<file path="config.mk">
export PLATFORM = sky130hd
export DESIGN_NAME = multi_mode_event_timer
export DESIGN_NICKNAME = d
export VERILOG_FILES = /design/src/shared/timer_pkg.sv /design/src/shared/tick_if.sv /design/src/hdl/multi_mode_event_timer.sv /design/src/hdl/tick_gen.sv
export VERILOG_INCLUDE_DIRS = /design/src /design/src/shared
export SDC_FILE = /design/constraint.sdc
export NUM_CORES = 1
export LEC_CHECK = 0
export BUFFER_PORTS_ARGS = -buffer_cell sky130_fd_sc_hd__buf_2
export CORE_MARGIN = 3
export CORE_UTILIZATION = 60
export DETAILED_ROUTE_END_ITERATION = 8
export GPL_ROUTABILITY_DRIVEN = 0
export PLACE_DENSITY_LB_ADDON = 0.05
export SYNTH_ARGS = -nofsm -noshare
export SYNTH_HDL_FRONTEND = slang
export SYNTH_SLANG_ARGS = --single-unit
</file>
<file path="constraint.sdc">
create_clock -name mclk -period 8.4 [get_ports mclk]
set_clock_uncertainty 0.2 [all_clocks]
set_input_delay 0.42 -clock mclk [delete_from_list [all_inputs] [get_ports mclk]]
set_output_delay 0.42 -clock mclk [all_outputs]
set_load 0.005 [all_outputs]
</file>
<file path="src/shared/timer_cfg.svh">
`ifndef TIMER_CFG_SVH
`define TIMER_CFG_SVH

// Controller clock and the real-time resolution of one count.
`define MCLK_PERIOD_PS 4000
`define TICK_PERIOD_PS 1000000
`define TICK_CYCLES (`TICK_PERIOD_PS / `MCLK_PERIOD_PS)
`define TICK_CNT_W 8

// Preset and elapsed count layout.
`define COUNT_W 32
`define PRESET_MAX 32'h7FFFFFFF
`define PRESET_MSB 30

// Reset values.
`define ELAPSED_RST 32'h00000000
`define PRESET_RST 32'h00000000

`endif

</file>
<file path="src/shared/timer_pkg.sv">
package timer_pkg;

  typedef enum logic [2:0] {
    MODE_EDGE_ON = 3'h0,
    MODE_LEVEL_ON = 3'h1,
    MODE_EDGE_OFF = 3'h2,
    MODE_LEVEL_OFF = 3'h3,
    MODE_CUM_ON = 3'h4,
    MODE_CUM_OFF = 3'h5,
    MODE_WATCHDOG = 3'h6,
    MODE_ONE_SHOT = 3'h7
  } timer_mode_t;

  typedef enum logic {
    BASE_REALTIME = 1'h0,
    BASE_SYNC = 1'h1
  } timebase_t;

endpackage

</file>
<file path="src/shared/tick_if.sv">
`timescale 1ns/1ps
interface tick_if;
  logic timebase_sync;
  logic encoder_step;
  logic tick;

  modport gen (
    input timebase_sync,
    input encoder_step,
    output tick
  );

  modport user (
    output timebase_sync,
    output encoder_step,
    input tick
  );
endinterface

</file>
<file path="src/hdl/multi_mode_event_timer.sv">
// How it works
// - Edge-off: on at rise, timed off after fall.
// - Edge-off: reset never reasserts a held input.
// - Level-off: rise clears count, fall starts count.
// - Level-off ignores reset; output keeps its state.
// - Cumulative-on adds up all input-high time.
// - Cumulative-off pauses while high, times low.
// - Reset clears cumulative total.
// - Watchdog counts when enabled; rises restart it.
// - Watchdog output holds until reset.
// - Watchdog ignores rises while output asserted.
// - One-shot rise starts uninterruptible count.
// - One-shot rise while on restarts timing.
// - Timebase selectable, real time by default.
// - Synchronized timebase counts master encoder steps.
// - Real time counts one microsecond steps.
// - Preset sampled only when timing starts.
// - Preset is zero to max positive 32-bit.
// - Elapsed count readable, counts up to preset.
// - Elapsed zeroed on reset except in level modes, holds at preset.
// - Enable low forces output off, count zero.
// - Reset acts on rising edge only.
// - Active flag high only while counting.
// - Edge-on: rise starts count, output holds.
`timescale 1ns/1ps
`include "timer_cfg.svh"
module multi_mode_event_timer
  import timer_pkg::*;
#(
  parameter int unsigned TICK_CYCLES = `TICK_CYCLES
) (
  input wire logic mclk,
  input wire logic rst_n,
  input wire logic [2:0] mode_sel,
  input wire logic timebase_sel,
  input wire logic encoder_step,
  input wire logic [`COUNT_W-1:0] preset_value,
  input wire logic timer_enable_level,
  input wire logic timer_trigger_in,
  input wire logic timer_clear_pulse,
  output logic timer_result_out,
  output logic timer_counting_flag,
  output logic [`COUNT_W-1:0] elapsed_count
);

  logic rst_meta_r;
  logic rst_sync_n;

  always_ff @(posedge mclk or negedge rst_n) begin
    if (!rst_n) begin
      rst_meta_r <= 1'b0;
      rst_sync_n <= 1'b0;
    end else begin
      rst_meta_r <= 1'b1;
      rst_sync_n <= rst_meta_r;
    end
  end

  tick_if tb ();

  assign tb.timebase_sync = (timebase_t'(timebase_sel) == BASE_SYNC);
  assign tb.encoder_step = encoder_step;

  tick_gen #(
    .TICK_CYCLES(TICK_CYCLES)
  ) u_tick_gen (
    .mclk(mclk),
    .rst_sync_n(rst_sync_n),
    .tb(tb)
  );

  timer_mode_t mode;
  assign mode = timer_mode_t'(mode_sel);

  logic en_q_r;
  logic in_q_r;
  logic clr_q_r;
  logic out_r;
  logic out_nxt;
  logic run_r;
  logic run_nxt;
  logic done_r;
  logic done_nxt;
  logic [`COUNT_W-1:0] elapsed_r;
  logic [`COUNT_W-1:0] elapsed_nxt;
  logic [`COUNT_W-1:0] preset_r;
  logic [`COUNT_W-1:0] preset_nxt;
  logic [`COUNT_W-1:0] preset_in;
  logic in_rise;
  logic in_fall;
  logic clr_rise;
  logic en_rise;
  logic start;

  assign in_rise = timer_trigger_in && !in_q_r;
  assign in_fall = !timer_trigger_in && in_q_r;
  assign clr_rise = timer_clear_pulse && !clr_q_r;
  assign en_rise = timer_enable_level && !en_q_r;

  // Bit 31 is dropped so the preset can never read as negative.
  assign preset_in = {1'b0, preset_value[`PRESET_MSB:0]};

  always_comb begin
    out_nxt = out_r;
    run_nxt = run_r;
    done_nxt = done_r;
    elapsed_nxt = elapsed_r;
    preset_nxt = preset_r;
    start = 1'b0;
    if (run_r && tb.tick) begin
      elapsed_nxt = elapsed_r + `COUNT_W'(1);
    end
    if (!timer_enable_level) begin
      out_nxt = 1'b0;
      run_nxt = 1'b0;
      done_nxt = 1'b0;
      elapsed_nxt = `ELAPSED_RST;
    end else begin
      unique case (mode)
        MODE_EDGE_ON: begin
          if (clr_rise) begin
            out_nxt = 1'b0;
            run_nxt = 1'b0;
            done_nxt = 1'b0;
            elapsed_nxt = `ELAPSED_RST;
          end else if (in_rise && !run_r && !done_r) begin
            start = 1'b1;
          end
        end
        MODE_LEVEL_ON: begin
          if (!timer_trigger_in) begin
            out_nxt = 1'b0;
            run_nxt = 1'b0;
            done_nxt = 1'b0;
            elapsed_nxt = `ELAPSED_RST;
          end else if (!run_r && !done_r) begin
            start = 1'b1;
          end
        end
        MODE_EDGE_OFF: begin
          if (clr_rise) begin
            out_nxt = 1'b0;
            run_nxt = 1'b0;
            done_nxt = 1'b0;
            elapsed_nxt = `ELAPSED_RST;
          end else if (in_rise && !run_r && !done_r) begin
            out_nxt = 1'b1;
          end else if (in_fall && out_r && !run_r) begin
            start = 1'b1;
          end
        end
        MODE_LEVEL_OFF: begin
          if (in_rise) begin
            out_nxt = 1'b1;
            run_nxt = 1'b0;
            done_nxt = 1'b0;
            elapsed_nxt = `ELAPSED_RST;
          end else if (in_fall && out_r) begin
            start = 1'b1;
          end
        end
        MODE_CUM_ON: begin
          if (clr_rise) begin
            out_nxt = 1'b0;
            run_nxt = 1'b0;
            done_nxt = 1'b0;
            elapsed_nxt = `ELAPSED_RST;
          end else if (done_r) begin
            run_nxt = 1'b0;
          end else if (timer_trigger_in) begin
            if (elapsed_r == `ELAPSED_RST && !run_r) begin
              start = 1'b1;
            end else begin
              run_nxt = 1'b1;
            end
          end else begin
            run_nxt = 1'b0;
          end
        end
        MODE_CUM_OFF: begin
          if (clr_rise) begin
            run_nxt = 1'b0;
            done_nxt = 1'b0;
            elapsed_nxt = `ELAPSED_RST;
          end else if (in_rise) begin
            out_nxt = 1'b1;
            run_nxt = 1'b0;
            if (done_r) begin
              done_nxt = 1'b0;
              elapsed_nxt = `ELAPSED_RST;
            end
          end else if (!timer_trigger_in && out_r && !done_r && !run_r) begin
            if (elapsed_r == `ELAPSED_RST) begin
              start = 1'b1;
            end else begin
              run_nxt = 1'b1;
            end
          end
        end
        MODE_WATCHDOG: begin
          if (clr_rise) begin
            out_nxt = 1'b0;
            run_nxt = 1'b0;
            done_nxt = 1'b0;
            elapsed_nxt = `ELAPSED_RST;
          end else if (in_rise && !out_r) begin
            start = 1'b1;
          end else if (en_rise || (!run_r && !done_r)) begin
            start = 1'b1;
          end
        end
        MODE_ONE_SHOT: begin
          if (clr_rise) begin
            out_nxt = 1'b0;
            run_nxt = 1'b0;
            done_nxt = 1'b0;
            elapsed_nxt = `ELAPSED_RST;
          end else if (in_rise && !run_r) begin
            out_nxt = 1'b0;
            start = 1'b1;
          end
        end
      endcase
      if (start) begin
        run_nxt = 1'b1;
        done_nxt = 1'b0;
        elapsed_nxt = `ELAPSED_RST;
        preset_nxt = preset_in;
      end
      // Completion is checked on the next value so a zero preset ends at once.
      if (run_nxt && elapsed_nxt >= preset_nxt) begin
        run_nxt = 1'b0;
        done_nxt = 1'b1;
        elapsed_nxt = preset_nxt;
        unique case (mode)
          MODE_EDGE_OFF, MODE_LEVEL_OFF, MODE_CUM_OFF: out_nxt = 1'b0;
          default: out_nxt = 1'b1;
        endcase
      end
    end
  end

  always_ff @(posedge mclk or negedge rst_sync_n) begin
    if (!rst_sync_n) begin
      en_q_r <= 1'b0;
      in_q_r <= 1'b0;
      clr_q_r <= 1'b0;
      out_r <= 1'b0;
      run_r <= 1'b0;
      done_r <= 1'b0;
      elapsed_r <= `ELAPSED_RST;
      preset_r <= `PRESET_RST;
    end else begin
      en_q_r <= timer_enable_level;
      in_q_r <= timer_trigger_in;
      clr_q_r <= timer_clear_pulse;
      out_r <= out_nxt;
      run_r <= run_nxt;
      done_r <= done_nxt;
      elapsed_r <= elapsed_nxt;
      preset_r <= preset_nxt;
    end
  end

  assign timer_result_out = out_r;
  assign timer_counting_flag = run_r;
  assign elapsed_count = elapsed_r;

endmodule // multi_mode_event_timer

</file>
<file path="src/hdl/tick_gen.sv">
`timescale 1ns/1ps
`include "timer_cfg.svh"
module tick_gen
  import timer_pkg::*;
#(
  parameter int unsigned TICK_CYCLES = `TICK_CYCLES
) (
  input wire logic mclk,
  input wire logic rst_sync_n,
  tick_if.gen tb
);

  localparam logic [`TICK_CNT_W-1:0] TICK_LAST = `TICK_CNT_W'(TICK_CYCLES - 1);

  logic [`TICK_CNT_W-1:0] div_r;
  logic [`TICK_CNT_W-1:0] div_nxt;
  logic tick_r;
  logic tick_nxt;

  // The microsecond strobe runs free so real time never drifts with mode changes.
  always_comb begin
    div_nxt = (div_r == TICK_LAST) ? '0 : div_r + `TICK_CNT_W'(1);
    if (tb.timebase_sync) begin
      tick_nxt = tb.encoder_step;
    end else begin
      tick_nxt = (div_r == TICK_LAST);
    end
  end

  always_ff @(posedge mclk or negedge rst_sync_n) begin
    if (!rst_sync_n) begin
      div_r <= '0;
      tick_r <= 1'b0;
    end else begin
      div_r <= div_nxt;
      tick_r <= tick_nxt;
    end
  end

  assign tb.tick = tick_r;

endmodule // tick_gen

</file>
Word level (Yosys, flattened, before mapping)
Index checks and enable logic that the tools add are counted.
- bits of input ports: 42
- logic and storage cells: 136
- flip-flop bits (word level): 81
- equal/unequal tests: 15
- $lt $le $gt $ge: 1
- add/subtract/negate cells: 2
- reduce and logical (&&, ||, !) cells: 32
- multiplexer cells: 74
- operators by type and width (operator ; number):
    32-bit 2-to-1 mux ; 13
    32-bit one-hot mux with 4 select lines ; 1
    1-bit 2-to-1 mux ; 55
    32-bit by 1-bit adder with 32-bit output (second input constant) ; 1
    32-bit >= comparator ; 1
    32-bit zero test ; 1
    1-bit logical AND ; 16
    5-bit != test (second input constant) ; 3
    3-bit == test (second input constant) ; 4
    8-bit by 1-bit adder with 8-bit output (second input constant) ; 1
    8-bit == test (second input constant) ; 1
    8-bit 2-to-1 mux ; 1
    4-bit != test (second input constant) ; 2
    1-bit one-hot mux with 8 select lines ; 1
    1-bit zero test ; 7
    3-bit by 2-bit == test with 1-bit output (second input constant) ; 2
    1-bit one-hot mux with 6 select lines ; 1
    3-bit OR reduction ; 2
    5-bit by 2-bit != test with 1-bit output (second input constant) ; 1
    1-bit one-hot mux with 5 select lines ; 1
    5-bit AND reduction ; 1
    5-bit OR reduction ; 1
    4-bit by 2-bit != test with 1-bit output (second input constant) ; 1
    1-bit one-hot mux with 4 select lines ; 1
    5 further kinds ; 5

Depth between registers and ports, before layout
- word-level depth: 15
- depth in mapped cells: 19
- gate-level depth less buffers: 15

By module
From an unflattened synthesis, not the netlist that was laid out.
- cells, all modules: 577
- area, all modules: 6074.6 sq um
- by module, submodules not included (module ; area each (sq um) ; times used ; cells an instance):
    multi_mode_event_timer ; 5626.6 ; 1 ; 535
    tick_gen ; 447.9 ; 1 ; 42

Least setup slack after synthesis
OpenSTA, ideal clock, no wires.
- path type: input-to-reg
- start: in timer_trigger_in
- end: reg elapsed_r[17] (netlist: elapsed_count[17])
- setup time: 0.120 ns
- required time: 8.080 ns
- slack: 3.948 ns
- stages on the path: 17
- arrival time: 4.132 ns
- cells stage by stage: buf_2 nor2b_1 a2111o_1 a32oi_1 o211a_1 buf_6 buf_4 mux2i_1 ha_1 a21oi_1 o21ai_0 a221o_1 a2111o_1 a31oi_2 nor2_8 buf_6 o211a_1
- longest elaborated chain between the ends: 15
- ends and longest elaborated chain (item ; line ; source):
    from (decl) ; multi_mode_event_timer.sv:39 ; input wire logic timer_trigger_in,
    1-bit zero test ; multi_mode_event_timer.sv:96, multi_mode_event_timer.sv:192 ;
    1-bit logical AND (on tied branches) ; multi_mode_event_timer.sv:192, multi_mode_event_timer.sv:96 ;
    1-bit logical AND (on tied branches) ; multi_mode_event_timer.sv:192, multi_mode_event_timer.sv:148, multi_mode_event_timer.sv:158 ;
    1-bit logical AND (on tied branches) ; multi_mode_event_timer.sv:192, multi_mode_event_timer.sv:148 ;
    1-bit 2-to-1 mux (on tied branches) ; multi_mode_event_timer.sv:192, multi_mode_event_timer.sv:148 ;
    1-bit 2-to-1 mux (on tied branches) ; multi_mode_event_timer.sv:185, multi_mode_event_timer.sv:146 ;
    1-bit 2-to-1 mux (on tied branches) ; multi_mode_event_timer.sv:181, multi_mode_event_timer.sv:141 ;
    1-bit one-hot mux with 8 select lines ; multi_mode_event_timer.sv:119 ; unique case (mode)
    1-bit 2-to-1 mux ; multi_mode_event_timer.sv:113 ; if (!timer_enable_level) begin
    32-bit 2-to-1 mux ; multi_mode_event_timer.sv:224 ; if (start) begin
    32-bit 2-to-1 mux ; multi_mode_event_timer.sv:113 ;
    32-bit >= comparator ; multi_mode_event_timer.sv:231 ; if (run_nxt && elapsed_nxt >= preset_nxt) begin
    1-bit logical AND ; multi_mode_event_timer.sv:231 ;
    32-bit 2-to-1 mux (*) ; multi_mode_event_timer.sv:231 ;
    32-bit 2-to-1 mux (*) ; multi_mode_event_timer.sv:113 ;
    net elapsed_nxt[17] ; multi_mode_event_timer.sv:85 ; logic [`COUNT_W-1:0] elapsed_nxt;
    to (signal assigned) ; multi_mode_event_timer.sv:251 ; elapsed_r <= `ELAPSED_RST;
    to (signal assigned) ; multi_mode_event_timer.sv:260 ; elapsed_r <= elapsed_nxt;
    to (decl) ; multi_mode_event_timer.sv:84 ; logic [`COUNT_W-1:0] elapsed_r;
Mark *: on every way through the listed nets, which the timed path passes. The rest lies on a longest branch. The select of a mux whose other input is x is not followed.
A chain may end at the register's enable or synchronous reset.

Worst setup path after layout
- start: reg run_r (netlist: timer_counting_flag)
- end: reg elapsed_r[3] (netlist: elapsed_count[3])
- longest elaborated chain between the ends: 14
- ends and longest elaborated chain (item ; line ; source):
    from (decl) ; multi_mode_event_timer.sv:80 ; logic run_r;
    from (signal assigned) ; multi_mode_event_timer.sv:258 ; run_r <= run_nxt;
    1-bit zero test ; - ;
    1-bit logical AND (on tied branches) ; multi_mode_event_timer.sv:171, multi_mode_event_timer.sv:136, multi_mode_event_timer.sv:208 ;
    1-bit 2-to-1 mux / 1-bit logical OR (equally long branches) ; multi_mode_event_timer.sv:171, multi_mode_event_timer.sv:208 ;
    1-bit 2-to-1 mux (on tied branches) ; multi_mode_event_timer.sv:170, multi_mode_event_timer.sv:208 ;
    1-bit 2-to-1 mux (on tied branches) ; multi_mode_event_timer.sv:168, multi_mode_event_timer.sv:206 ;
    1-bit 2-to-1 mux (on tied branches) ; multi_mode_event_timer.sv:163, multi_mode_event_timer.sv:201 ;
    1-bit one-hot mux with 8 select lines ; multi_mode_event_timer.sv:119 ;
    1-bit 2-to-1 mux ; multi_mode_event_timer.sv:113 ;
    32-bit 2-to-1 mux ; multi_mode_event_timer.sv:224 ;
    32-bit 2-to-1 mux ; multi_mode_event_timer.sv:113 ;
    32-bit >= comparator ; multi_mode_event_timer.sv:231 ;
    1-bit logical AND ; multi_mode_event_timer.sv:231 ;
    32-bit 2-to-1 mux (*) ; multi_mode_event_timer.sv:231 ;
    32-bit 2-to-1 mux (*) ; multi_mode_event_timer.sv:113 ;
    net elapsed_nxt[3] ; multi_mode_event_timer.sv:85 ;
Marks and branches as above.

==> results.py <==
metrics = {
    "status": {
        "status": "completed",
    },
    "detailed_routing": {
        "routed_via_density": 6.40,
        "wl_per_cell_um": 18.5,
        "dr_total_vias": 4648,
        "ant_nets": 0,
        "routed_wl_um": 13500,
        "drc_errors": 0,
        "drtPass1Iterations": 5,
        "drtIter0Drc": 258,
    },
    "power_and_ir_drop": {
        "p_sw_mw": 0.320,
        "pwr-share-seq_pct": 47.6,
        "powerDensity_nw_per_um2": 163,
        "leakage_nw": 3.36,
        "p_clk_share_pct": 25.9,
        "swShare_pct": 31.8,
        "p_int_mw": 0.686,
        "combPwrFrac_pct": 26.6,
        "ir_worst_vdd_mv": 0.0828,
        "power_mw": 1.01,
    },
    "die": {
        "rows": 34,
        "die_h_um": 103,
        "io_pins": 76,
        "coreArea_sq_um": 8890,
        "dieArea_sq_um": 10600,
        "die_w_um": 103,
        "initial_utilization_pct": 63.2,
    },
    "finish": {
        "syn_to_final_growth_pct": 9.64,
        "finalCoreUtilization_pct": 69.3,
        "antennaDiodeCount": 0,
        "final_cell_mix": "dfrtp_1, buf_2, nor2_1",
        "fin_cells": 726,
        "drive_above_1_share_pct": 22.2,
        "final_common_cell": "dfrtp_1",
        "num-nets-final": 691,
        "final_area_sq_um": 6160,
    },
    "logic_synthesis": {
        "yosys_warnings": 0,
        "synth_cells": 553,
        "ys_async_sr_fraction_pct": 100,
        "syn_nets": 631,
        "synth_area_leaders": "dfrtp_1, ha_1, mux2_4",
        "synthFlopType": "dfrtp_1",
        "synth_seq_cells": 81,
        "seq_area_frac_synth_pct": 36.1,
        "synth-edff-count": 0,
        "yosys.area.top_type": "dfrtp_1",
        "avgSynthCellArea_sq_um": 10.2,
        "synth_top_area_share_pct": 36.1,
        "synth_cell_types": 64,
        "synthesis.area_sq_um": 5620,
    },
    "clock_network": {
        "clk_pin_slew_worst_paths_ps": 90,
        "htreeDepth": 3,
        "clock_path_buffers": 2,
        "clock-sinks": 81,
        "cts_resized": 0,
        "clock_latency_ps": 360,
        "ctsRootBufferMaster": "clkbuf_8",
        "cts_inserted_buffers": 9,
        "cts_tree": "done",
    },
    "worst_setup_path": {
        "r2r-start": "timer_counting_flag",
        "ff2ff_setup_slack_ps": 2900,
        "path_max_fanout": 25,
        "crit_path_start_kind": "register",
        "worstSetupPathType": "register to register",
        "crit_arrival_ps": 5540,
        "rr_endpoint": "elapsed_count[3]",
        "reg2regPathDepth": 14,
        "cp-end-kind": "register",
        "crit_start": "timer_counting_flag",
        "critPathRequiredTime_ps": 8440,
    },
    "sta": {
        "setup_viol": 0,
        "final_hold_viol_count": 0,
        "rsz0062_at_grt": "no",
        "maxSlewHeadroom_pct": 33.1,
        "drv_slew": 0,
        "min_period_over_period_pct": 65.4,
        "worst_slack_ps": 2900,
        "period_needed_ps": 5500,
        "hold_ws_ps": 93.9,
        "tns_ps": 0,
        "max_freq_mhz": 182,
        "worst_slew_pin_slew_ps": 1000,
    },
    "job": {
        "maxCapViolations": 0,
    },
    "placed_design": {
        "post-dp-hpwl_um": 9190,
        "placed_cell_area_sq_um": 5970,
        "preCtsSetupSlack_ps": 2690,
        "placed_cells": 708,
        "io_buffers": 74,
    },
    "global_route": {
        "grt_antenna_before_repair": 0,
        "grt_pass1_vias": 4542,
        "grt_start_max_net_pins": 80,
        "grt_pass1_wl_um": 22100,
        "grtUsageTotal_pct": 26.6,
        "overflow": 0,
    },
    "min_path": {
        "holdPathStages": 2,
        "hold_end": "u_tick_gen.tb.tick",
        "hp-start": "encoder_step",
        "min_path_type": "primary input to register",
    },
}
-- cells in the mapped netlist, types with 5 or more instances --
library cell   n
a21oi_1       18
and3_1         8
and4_1         7
buf_2          6
buf_6          7
clkbuf_1      12
dfrtp_1       81
ha_1          36
inv_1          7
mux2_4        29
mux2i_1       32
nand2_1       27
nand3_1       45
nand4_1       16
nor2_1        52
nor2b_1       10
nor3_1         7
nor4_1         5
o211a_1       26
o211ai_1       8
o21ai_0        9
o31ai_1        6
xnor2_1       11
xor2_1        25
-- layer usage --
layer  global-route usage [%]  vias to the layer above  wire, um
met5                        0                        -         0
met4                     6.97                        0       200
met3                     4.40                       20       794
met2                     44.3                      158      6540
met1                     36.1                     2306      5920
li1                         -                     2164         -
-- cells by family (layout without fill, tap and decap cells) --
logic type	Yosys count	count (layout)	synth area share, %
adder cells (fa/ha/maj)	36	36	8.01
buffers and inverters	38	103	3.87
XOR/XNOR	36	36	5.61
multiplexers	65	65	14.2
AO/OA/AOI/OAI	96	96	13.3
flip-flops	81	81	36.1
other	1	1	0.0667
AND/OR/NAND/NOR	200	200	18.9
-- final cells by class --
| type | count | area (sq um) |
|---|---|---|
| multi-input combinational | 434 | 3380 |
| fill | 715 | 2730 |
| sequential | 81 | 2030 |
| timing repair buffer | 79 | 413 |
| tap | 108 | 135 |
| clock buffer | 11 | 131 |
| clock inverter | 5 | 40.0 |
| inverter | 8 | 30.0 |
-- power by group through the flow --
stage,logic (mW),registers (mW),clock network [mW]
2_1_floorplan,0.213,0.474,0
3_3_place_gp,0.256,0.482,0
3_5_place_dp,0.263,0.485,0
4_1_cts,0.267,0.479,0.267
5_1_grt,0.294,0.486,0.285
6_report,0.267,0.479,0.260
-- worst max-delay path, stage by stage (launching register included) --
cell and delay (ps):
dfrtp_1 610, nor2_1 120, a2111o_1 400, a32oi_1 300, o211a_2 540, buf_4 460
mux2i_1 310, ha_1 300, a21oi_1 150, o21ai_0 140, a221oi_1 440, nand3_1 230
a31oi_2 670, nor2_8 210, o211a_1 280
-- worst max-delay path by stage --
| stage | cells after the start | to | slack (ps) |
|---|---|---|---|
| 2_1_floorplan | 17 | elapsed_count[17] | 3950 |
| 3_3_place_gp | 15 | elapsed_count[1] | 2680 |
| 3_5_place_dp | 15 | elapsed_count[3] | 2690 |
| 4_1_cts | 14 | elapsed_count[3] | 2940 |
| 5_1_grt | 14 | elapsed_count[20] | 2590 |
| 6_report | 14 | elapsed_count[3] | 2900 |
-- what timing repair did --
action,in CTS,in global routing
hold buffers,2,0
setup buffers,0,0
endpoints found under the hold margin,3,0
Note: power is estimated with default switching activity, not from simulation.
